### config.mk
export PLATFORM = sky130hd
export DESIGN_NAME = trm_ring_maint
export DESIGN_NICKNAME = d
export VERILOG_FILES = /design/src/rtl/trm_pkg.sv /design/src/rtl/trm_ring_maint.sv /design/src/rtl/trm_fault_tally.sv /design/src/rtl/trm_gap_counter.sv
export SDC_FILE = /design/constraint.sdc
export NUM_CORES = 1
export LEC_CHECK = 0
export ABC_AREA = 1
export BUFFER_PORTS_ARGS = -buffer_cell sky130_fd_sc_hd__buf_4
export CAP_MARGIN = 20
export CORE_MARGIN = 2
export CORE_UTILIZATION = 35
export DETAILED_ROUTE_END_ITERATION = 12
export PLACE_DENSITY = 0.58
export SYNTH_ARGS = -nofsm -noshare
export SYNTH_HDL_FRONTEND = slang
export SYNTH_SLANG_ARGS = --single-unit
### constraint.sdc
create_clock -name sys_clk -period 1.9 [get_ports sys_clk]
set_clock_uncertainty 0.2 [all_clocks]
set_input_delay 0.19 -clock sys_clk [delete_from_list [all_inputs] [get_ports sys_clk]]
set_output_delay 0.19 -clock sys_clk [all_outputs]
set_load 0.005 [all_outputs]
### src/rtl/trm_pkg.sv
// Purpose: shared constants and types for the token bus ring maintenance block
// Assumes: one station clock sys_clk at 50 MHz, synchronous active-high reset srst
// Notes:   registers sit on one aligned word each behind an Avalon-MM slave
//
// What this block does
// - Solicit gap counter 0..255 checked before handoff; zero sends invitation, opens window.
// - Nonzero solicit gap at handoff: decrement by one and pass token directly.
// - Anything heard in invitation response windows clears the solicit gap counter.
// - Retry-left counter 0..ceiling limits retransmissions after response timeout.
// - Omit-check-sequence flag makes transmitter skip appending the check sequence.
// - Failure tally 0..7 increments on contention end or on a pass failure in the successor re-query phase.
// - Failure tally clears on winning demand-in contention or successful handoff.
// - Tally reaching 7 reports faulty transmitter, goes offline, leaves ring.
// - Entering await-response sets first-noise-pending; first noise burst clears it.
// - Noise burst with first-noise-pending false abandons wait and returns idle.
// - Handoff phases step in fixed order invitation through total failure.
// - Invitation phase sends invitation, checks response; pass phases send token, check pass.
// - Both successor query phases send a query frame and await response.
// - Invite-all sends two-window invitation to own address, then awaits response.
// - Total failure sets lone-station flag; pending data self-passes, else idle.
// - After total failure stay silent until data pending or valid foreign frame.
// - Valid frame from another station clears the lone-station flag.
package trm_pkg;
   // register byte offsets
   localparam logic [3:0] OFF_CTRL   = 4'h0;
   localparam logic [3:0] OFF_STATUS = 4'h4;
   localparam logic [3:0] OFF_IRQ    = 4'h8;
   localparam logic [3:0] OFF_MASK   = 4'hc;
   // control field positions
   localparam int CTRL_GAP_LSB   = 0;  // 8-bit solicit gap reload
   localparam int CTRL_RETRY_LSB = 8;  // 4-bit retry ceiling
   localparam int CTRL_OMIT      = 12; // omit check sequence
   localparam int CTRL_INIT      = 13; // protocol init strobe
   // irq bit positions
   localparam int IRQ_FAULT = 0;
   localparam int IRQ_TOTAL = 1;
   localparam int IRQ_RETRY = 2;
   // reset values and limits
   localparam logic [7:0] GAP_MAX       = 8'hff;
   localparam logic [3:0] RETRY_RESET   = 4'h3;
   localparam logic [2:0] FAULT_LIMIT   = 3'h7;
   localparam logic [1:0] INVITE_ALL_WN = 2'h2;

   typedef enum logic [2:0] {
      PH_INVITE   = 3'b000,
      PH_PASS     = 3'b001,
      PH_REPASS   = 3'b010,
      PH_QUERY    = 3'b011,
      PH_REQUERY  = 3'b100,
      PH_ALL      = 3'b101,
      PH_TOTAL    = 3'b110
   } trm_phase_e;

   typedef enum logic [2:0] {
      ST_IDLE     = 3'b000,
      ST_PASS     = 3'b001,
      ST_CHK_RESP = 3'b010,
      ST_CHK_PASS = 3'b011,
      ST_AWAIT    = 3'b100,
      ST_OFFLINE  = 3'b101
   } trm_state_e;

   // frame send request toward the transmitter
   typedef enum logic [2:0] {
      FR_NONE    = 3'b000,
      FR_INVITE1 = 3'b001,
      FR_INVITE2 = 3'b010,
      FR_QUERY   = 3'b011,
      FR_TOKEN   = 3'b100
   } trm_frame_e;

   typedef struct packed {
      logic       valid;
      trm_frame_e kind;
      logic       to_self;     // destination is own station address
      logic       omit_check;  // do not append check sequence
   } trm_tx_s;

   // receive-side events
   typedef struct packed {
      logic heard_any;   // any activity during response windows
      logic noise;       // noise burst
      logic valid_other; // valid frame from another station
      logic successor;   // valid successor answer
   } trm_rx_s;
endpackage : trm_pkg

### src/rtl/trm_ring_maint.sv
// Purpose: ring maintenance and token handoff sequencing with Avalon-MM registers
// Assumes: receive events are single-cycle pulses synchronous to sys_clk
// Notes:   the transmitter accepts a frame request when tx_ready is high
//
// Decided for this implementation: the register offsets and the Avalon-MM slave port.
`timescale 1ns/100ps
module trm_ring_maint
(
   input  wire logic               sys_clk,
   input  wire logic               srst,
   // avalon-mm slave
   input  wire logic [3:0]         avs_address,
   input  wire logic               avs_read,
   input  wire logic               avs_write,
   input  wire logic [31:0]        avs_writedata,
   input  wire logic [3:0]         avs_byteenable,
   output logic [31:0]             avs_readdata,
   output logic                    avs_waitrequest,
   output logic                    irq,
   // access control machine events
   input  wire logic               handoff_req,
   input  wire logic               data_pending,
   input  wire logic               contention_end,
   input  wire logic               contention_won,
   input  wire logic               pass_ok,
   input  wire logic               pass_fail,
   input  wire logic               resp_timeout,
   input  wire logic               window_done,
   input  wire logic               retry_load,
   input  wire trm_pkg::trm_rx_s   rx,
   // transmitter side
   input  wire logic               tx_ready,
   output trm_pkg::trm_tx_s        tx,
   output logic                    retransmit,
   output logic                    faulty_transmitter,
   output logic                    offline,
   output logic                    in_ring,
   output logic                    lone_station
);
   trm_pkg::trm_state_e state_q, state_d;
   trm_pkg::trm_phase_e phase_q, phase_d;
   trm_pkg::trm_tx_s    tx_q, tx_d;
   logic [31:0] ctrl_q;
   logic [2:0]  irq_q;
   logic [2:0]  mask_q;
   logic [3:0]  retry_q;
   logic        first_q;
   logic        lone_q;
   logic        offline_q;
   logic        ack_q;
   logic [31:0] rdata_q;

   wire         fault_pulse;
   wire [2:0]   tally;
   wire         solicit;
   wire [7:0]   gap_count;

   // register decode
   wire   acc       = (avs_read || avs_write) && !ack_q;
   wire   wr        = avs_write && ack_q;   // writes land on the edge that ends the wait
   wire   wr_ctrl   = wr && avs_address == trm_pkg::OFF_CTRL;
   wire   wr_irq    = wr && avs_address == trm_pkg::OFF_IRQ;
   wire   wr_mask   = wr && avs_address == trm_pkg::OFF_MASK;
   wire   init      = wr_ctrl && avs_byteenable[1] && avs_writedata[trm_pkg::CTRL_INIT];
   wire [7:0] gap_reload  = ctrl_q[trm_pkg::CTRL_GAP_LSB +: 8];
   wire [3:0] retry_ceil  = ctrl_q[trm_pkg::CTRL_RETRY_LSB +: 4];
   wire   omit_check_sequence_flag = ctrl_q[trm_pkg::CTRL_OMIT];
   wire   in_pass   = state_q == trm_pkg::ST_PASS;
   // a lone station stays silent unless it has data of its own to send
   wire   gap_check = state_q == trm_pkg::ST_IDLE && handoff_req && !offline_q &&
                      (!lone_q || data_pending);
   wire   heard_inv = state_q == trm_pkg::ST_CHK_RESP && rx.heard_any;
   wire   noise_aw  = state_q == trm_pkg::ST_AWAIT && rx.noise;
   wire   total_ev  = in_pass && phase_q == trm_pkg::PH_TOTAL;
   wire   retry_ev  = resp_timeout && retry_q != 4'h0;
   wire   pass_done = pass_ok || (state_q == trm_pkg::ST_AWAIT && rx.successor);

   // byte-lane merge for writes
   function automatic logic [31:0] be_merge(input logic [31:0] old,
                                            input logic [31:0] nw,
                                            input logic [3:0]  be);
      logic [31:0] r;
      r = old;
      for (int i = 0; i < 4; i++)
         if (be[i])
            r[i*8 +: 8] = nw[i*8 +: 8];
      return r;
   endfunction : be_merge

   function automatic trm_pkg::trm_phase_e next_phase(input trm_pkg::trm_phase_e p);
      return (p == trm_pkg::PH_TOTAL) ? p : trm_pkg::trm_phase_e'(p + 3'h1);
   endfunction : next_phase

   trm_fault_tally u_tally
   (
      .sys_clk (sys_clk),
      .srst    (srst),
      .init    (init),
      .inc     (contention_end || (pass_fail && phase_q == trm_pkg::PH_REQUERY)),
      .clr     (contention_won || pass_done),
      .tally   (tally),
      .fault   (fault_pulse)
   );

   trm_gap_counter u_gap
   (
      .sys_clk (sys_clk),
      .srst    (srst),
      .init    (init),
      .check   (gap_check),
      .heard   (heard_inv),
      .reload  (gap_reload),
      .solicit (solicit),
      .count   (gap_count)
   );

   // handoff sequencing
   always_comb
   begin
      state_d = state_q;
      phase_d = phase_q;
      tx_d    = tx_q;
      if (tx_q.valid && tx_ready)
         tx_d.valid = 1'b0;
      unique case (state_q)
         trm_pkg::ST_IDLE:
         begin
            if (gap_check)
            begin
               phase_d = solicit ? trm_pkg::PH_INVITE : trm_pkg::PH_PASS;
               state_d = trm_pkg::ST_PASS;
            end
         end
         trm_pkg::ST_PASS:
         begin
            if (!tx_q.valid)
            begin
               tx_d.valid      = 1'b1;
               tx_d.to_self    = 1'b0;
               tx_d.omit_check = omit_check_sequence_flag;
               unique case (phase_q)
                  trm_pkg::PH_INVITE:
                  begin
                     tx_d.kind = trm_pkg::FR_INVITE1;
                     state_d   = trm_pkg::ST_CHK_RESP;
                  end
                  trm_pkg::PH_PASS, trm_pkg::PH_REPASS:
                  begin
                     tx_d.kind = trm_pkg::FR_TOKEN;
                     state_d   = trm_pkg::ST_CHK_PASS;
                  end
                  trm_pkg::PH_QUERY, trm_pkg::PH_REQUERY:
                  begin
                     tx_d.kind = trm_pkg::FR_QUERY;
                     state_d   = trm_pkg::ST_AWAIT;
                  end
                  trm_pkg::PH_ALL:
                  begin
                     tx_d.kind    = trm_pkg::FR_INVITE2;
                     tx_d.to_self = 1'b1;
                     state_d      = trm_pkg::ST_AWAIT;
                  end
                  default:
                  begin
                     // total failure: silent self-pass or idle
                     tx_d.valid = 1'b0;
                     state_d    = trm_pkg::ST_IDLE;
                  end
               endcase
            end
         end
         trm_pkg::ST_CHK_RESP:
         begin
            if (window_done)
            begin
               phase_d = trm_pkg::PH_PASS;
               state_d = trm_pkg::ST_PASS;
            end
         end
         trm_pkg::ST_CHK_PASS, trm_pkg::ST_AWAIT:
         begin
            if (pass_done)
               state_d = trm_pkg::ST_IDLE;
            else if (noise_aw && !first_q)
               state_d = trm_pkg::ST_IDLE;
            else if (pass_fail)
            begin
               phase_d = next_phase(phase_q);
               state_d = trm_pkg::ST_PASS;
            end
         end
         default:
            state_d = trm_pkg::ST_OFFLINE;
      endcase
      if (fault_pulse)
         state_d = trm_pkg::ST_OFFLINE;
   end

   // sequencer registers
   always_ff @(posedge sys_clk)
   begin
      if (srst || init)
      begin
         state_q <= trm_pkg::ST_IDLE;
         phase_q <= trm_pkg::PH_INVITE;
         tx_q    <= '0;
      end
      else
      begin
         state_q <= state_d;
         phase_q <= phase_d;
         tx_q    <= tx_d;
      end
   end

   // first-noise-pending flag, set on each await entry
   always_ff @(posedge sys_clk)
   begin
      if (srst)
         first_q <= 1'b1;
      else if (state_d == trm_pkg::ST_AWAIT && state_q != trm_pkg::ST_AWAIT)
         first_q <= 1'b1;
      else if (noise_aw)
         first_q <= 1'b0;
   end

   // lone-station flag; total failure set wins over a foreign frame clear
   always_ff @(posedge sys_clk)
   begin
      if (srst || init)
         lone_q <= 1'b0;
      else if (total_ev)
         lone_q <= 1'b1;
      else if (rx.valid_other)
         lone_q <= 1'b0;
   end

   // offline latch left only by protocol init
   always_ff @(posedge sys_clk)
   begin
      if (srst || init)
         offline_q <= 1'b0;
      else if (fault_pulse)
         offline_q <= 1'b1;
   end

   // retry-left counter
   always_ff @(posedge sys_clk)
   begin
      if (srst)
         retry_q <= trm_pkg::RETRY_RESET;
      else if (retry_load)
         retry_q <= retry_ceil;
      else if (retry_ev)
         retry_q <= retry_q - 4'h1;
   end

   // control, mask, sticky events (set wins over write-one clear)
   always_ff @(posedge sys_clk)
   begin
      if (srst)
      begin
         ctrl_q <= {19'h0, 1'b0, trm_pkg::RETRY_RESET, 8'h00};
         mask_q <= 3'h0;
         irq_q  <= 3'h0;
      end
      else
      begin
         if (wr_ctrl)
            ctrl_q <= be_merge(ctrl_q, avs_writedata, avs_byteenable) & 32'h0000_1fff;
         if (wr_mask && avs_byteenable[0])
            mask_q <= avs_writedata[2:0];
         irq_q <= (irq_q & ~((wr_irq && avs_byteenable[0]) ? avs_writedata[2:0] : 3'h0))
                  | {retry_ev, total_ev, fault_pulse};
      end
   end

   // read data and one-wait-state handshake
   wire [31:0] status_w = {16'h0, gap_count, 1'b0, tally, lone_q, offline_q,
                           retry_q == 4'h0, in_ring};
   wire [31:0] rsel = (avs_address == trm_pkg::OFF_CTRL)   ? ctrl_q :
                      (avs_address == trm_pkg::OFF_STATUS) ? status_w :
                      (avs_address == trm_pkg::OFF_IRQ)    ? {29'h0, irq_q} :
                      (avs_address == trm_pkg::OFF_MASK)   ? {29'h0, mask_q} : 32'h0;
   always_ff @(posedge sys_clk)
   begin
      if (srst)
      begin
         ack_q   <= 1'b0;
         rdata_q <= 32'h0;
      end
      else
      begin
         ack_q   <= acc;
         rdata_q <= avs_read ? rsel : rdata_q;
      end
   end

   assign avs_waitrequest    = (avs_read || avs_write) && !ack_q;
   assign avs_readdata       = rdata_q;
   assign irq                = |(irq_q & mask_q);
   assign tx                 = tx_q;
   assign retransmit         = retry_ev;
   assign faulty_transmitter = fault_pulse;
   assign offline            = offline_q;
   assign in_ring            = !offline_q;
   assign lone_station       = lone_q;
endmodule : trm_ring_maint

### src/rtl/trm_fault_tally.sv
// Purpose: transmitter failure tally with fault report
// Assumes: inc and clr are one-cycle pulses
// Notes:   clear wins over increment in the same cycle, success proves the transmitter
`timescale 1ns/100ps
module trm_fault_tally
(
   input  wire logic       sys_clk,
   input  wire logic       srst,
   input  wire logic       init,
   input  wire logic       inc,
   input  wire logic       clr,
   output logic [2:0]      tally,
   output logic            fault
);
   logic [2:0] tally_q;
   logic [2:0] tally_d;
   wire        hit_limit = inc && !clr && (tally_q == trm_pkg::FAULT_LIMIT - 3'h1);

   // saturating tally
   always_comb
   begin
      tally_d = tally_q;
      if (clr)
         tally_d = 3'h0;
      else if (inc && tally_q != trm_pkg::FAULT_LIMIT)
         tally_d = tally_q + 3'h1;
   end

   always_ff @(posedge sys_clk)
   begin
      if (srst || init)
         tally_q <= 3'h0;
      else
         tally_q <= tally_d;
   end

   assign tally = tally_q;
   assign fault = hit_limit;
endmodule : trm_fault_tally

### src/rtl/trm_gap_counter.sv
// Purpose: solicit gap counter consulted at each token handoff
// Assumes: check is a one-cycle pulse at handoff time
// Notes:   heard clears after the decision, so an invitation is sent next handoff
`timescale 1ns/100ps
module trm_gap_counter
(
   input  wire logic       sys_clk,
   input  wire logic       srst,
   input  wire logic       init,
   input  wire logic       check,
   input  wire logic       heard,
   input  wire logic [7:0] reload,
   output logic            solicit,
   output logic [7:0]      count
);
   logic [7:0] cnt_q;
   logic [7:0] cnt_d;

   assign solicit = (cnt_q == 8'h00);

   // heard wins over reload and decrement
   always_comb
   begin
      cnt_d = cnt_q;
      if (heard)
         cnt_d = 8'h00;
      else if (check && !solicit)
         cnt_d = cnt_q - 8'h01;
      else if (check && solicit)
         cnt_d = (reload > trm_pkg::GAP_MAX) ? trm_pkg::GAP_MAX : reload;
   end

   always_ff @(posedge sys_clk)
   begin
      if (srst || init)
         cnt_q <= 8'h00;
      else
         cnt_q <= cnt_d;
   end

   assign count = cnt_q;
endmodule : trm_gap_counter

==> run_results.csv <==
group,metric,value,unit
outcome,outcome,"finished, final reports clean",
global_route,grt_pass1_vias,3400,
clock_network,htree_levels,3,
synth,ys_types,36,
floorplanning,ios,103,
placement,dp.cells,726,
timing,whs,0.0695,ns
critical_path,reg2reg_depth,9,
layout,drive_gt1_frac,0.210,
floorplanning,rows,36,
min_path,hp-start,"avs_read",
clock_network,clockBufferDepth,2,
synth,synth_area_leader_cell,"dfxtp_1",
job,maxCapViolCount,0,
layout,final_nets,700,
power,power,3.58,mW
synth,synthArstFlopShare,0,
detailed_routing,drtAntennaViolNets,0,
floorplanning,start_util,0.361,
global_route,antenna_found_initial,0,
critical_path,end_kind,"primary output",
detailed_routing,first_iter_violations,161,
timing,layout_min_cycle_time,1.83,ns
synth,ys_top_cells_by_count,"nand2_1, inv_1, nor2_1, dfxtp_1, o21ai_0",
synth,ys.flop_type,"dfxtp_1",
min_path,hold_path_class,"input port to register",
global_route,grt_pass1_wl,16000,um
clock_network,clk_pin_slew,0.08,ns
critical_path,crit_path_top_delay_cell,"dfxtp_4",
clock_network,cts_root_buf,"clkbuf_8",
clock_network,cts_buffers,9,
detailed_routing,viasPerCell,4.77,
synth,synth-seq-area-share,0.373,
clock_network,cts_tree,"built",
synth,synth_top_cell_area_share,0.373,
floorplanning,die_w,105,um
synth,avgSynthCellArea,6.73,um2
synth,netlist_area,0.00354,mm2
synth,synthTopCellsByArea,"dfxtp_1, nand2_1, inv_1, o21ai_0, nor2_1",
timing,setup_violations,0,
timing,finalCritPeriodShare,0.965,
critical_path,r2r-start,"phase_q[0]",
floorplanning,coreArea,0.00982,mm2
detailed_routing,drc,0,
critical_path,slowest_delay,0.36,ns
detailed_routing,firstDrtPassIters,6,
power,power_density,757,mW/mm2
min_path,min_delay_path_depth,2,
critical_path,path_cells,"inv_4 -> ha_4 -> nand2_4 -> o21ai_4 -> nand3_2 -> nor2_2 -> buf_4",
global_route,grt_max_degree,33,
timing,drv_slew,0,
placement,portBuffers,66,
synth,synthCells,527,
placement,gp_congestion,0.813,
synth,ys_warn_count,0,
placement,dp_hpwl,7190,um
synth,synth_edf_count,0,
layout,post-route-util,0.481,
power,leakagePower,2.27,nW
synth,yosysMostFrequentCell,"nand2_1",
critical_path,worst-setup-path-type,"register to primary output",
global_route,gr-total-overflow,0,
floorplanning,die_h,105,um
clock_network,clock_latency,0.34,ns
detailed_routing,vias,3670,
synth,synth-seq-cells,66,
clock_network,cts_sinks,66,
critical_path,critPathMaxFanout,2,
timing,hold_viol,0,
detailed_routing,totalWireLength,9690,um
layout,fillers,1032,
power,ir_worst_vdd,0.335,mV
floorplanning,die_area,0.0109,mm2
detailed_routing,wire_per_inst,12.6,um
critical_path,startpoint,"phase_q[0]",
layout,areaGrowthSynthToFinish,33.2,%
critical_path,critPathRequiredTime,1.51,ns
global_route,grt_util_all_layers,0.180,
timing,fmaxAchievable,546,MHz
layout,diodes,0,
critical_path,crit_arrival,1.44,ns
layout,stdcell_count,770,
critical_path,startpoint_type,"register",
placed cells by master (no fill, tap or decap), types with 2 or more instances in the layout:
cell type and instances:
nor2_1 63, o221ai_1 9, a21oi_1 49, o22ai_1 4
nand3_1 23, nor3_1 2, clkbuf_8 9, nor2_2 6
nand2_1 91, a21oi_2 2, conb_1 16, xor2_1 2
clkinvlp_4 2, nor2_4 3, inv_2 4, nand2_2 2
nand3_2 3, o21ai_0 53, nand4_1 5, o211ai_1 2
buf_4 84, dlygate4sd3_1 23, inv_1 80, or2_0 2
a31oi_1 2, dfxtp_1 64, nand2_4 2, clkinv_2 4
ha_1 7
per-layer routing:
metal  GRT usage  wire length [um]
met5           0                 0
met3      0.0237               404
met1       0.243              4710
met2       0.292              4410
met4      0.0667               162
path summary, 6_finish.rpt:
path,endpoint,slack (ns)
hold / removal,avs_readdata[7],0.07
hold reg to reg,first_q,0.27
setup / recovery,faulty_transmitter,0.07
setup reg to reg,u_tally.tally[0],0.13
layout make-up:
cell class | count | area, um2 | share of cell area
multi-input combinational | 363 | 1880 | 0.399
sequential | 66 | 1330 | 0.281
timing repair buffer | 107 | 861 | 0.182
inverter | 86 | 325 | 0.0689
tap | 133 | 166 | 0.0352
clock buffer | 9 | 124 | 0.0262
clock inverter | 6 | 35.0 | 0.00742
repair_timing:
item                                   4_1_cts  5_1_grt
gates resized for setup                     10       22
hold buffers                                25        0
setup endpoints to repair                    1       13
setup buffers                                6        0
pin swaps                                    4        6
endpoints found under the hold margin       31        0
worst max-delay path: cells and delay by family, from the launching register on:
kind            cells  cell delay [ns]
flops               1             0.36
fa+ha+maj           1             0.13
buf+inv             2             0.18
compound gates      1             0.16
simple gates        3             0.26
sequential cells by signal (all words and copies together), names as in the netlist:
signal and count:
u_tally.tally 3, irq_q 3, state_q 3, avs_readdata 16, phase_q 3, tx 6, u_gap.count 8, first_q 1
ctrl_q 13, ack_q 1, offline 1, retry_q 4, lone_station 1, mask_q 3
report_power, final:
| group | internal [mW] | leakage [nW] | switching, mW | total, mW |
|---|---|---|---|---|
| sequential | 1.48 | 0.539 | 0.0771 | 1.55 |
| clock | 0.456 | 0.0806 | 0.550 | 1.01 |
| combinational | 0.427 | 1.65 | 0.589 | 1.02 |
| total | 2.36 | 2.27 | 1.22 | 3.58 |
logic make-up (layout without fill, tap and decap cells):
| family | Yosys count | in the layout | share of synthesized area |
|---|---|---|---|
| AOI/OAI and AO/OA | 128 | 128 | 0.202 |
| DFF | 66 | 66 | 0.373 |
| and+or+nand+nor | 207 | 207 | 0.246 |
| other | 1 | 16 | 0.00106 |
| adders and majority gates | 9 | 9 | 0.0318 |
| buffers and inverters | 113 | 208 | 0.139 |
| xor gates and xnor gates | 3 | 3 | 0.00741 |
through the flow:
stage                     TNS, ns  cell area, um2  setup WS, ns
after floorplan                 0            3600         0.263
after global placement          0            4180         0.146
after detailed placement        0            4180         0.110
after CTS                       0            4670       0.00525
after global routing      -0.0221            4720       -0.0132
final                           0            4720        0.0674
Power figures use the tool's default switching activity.
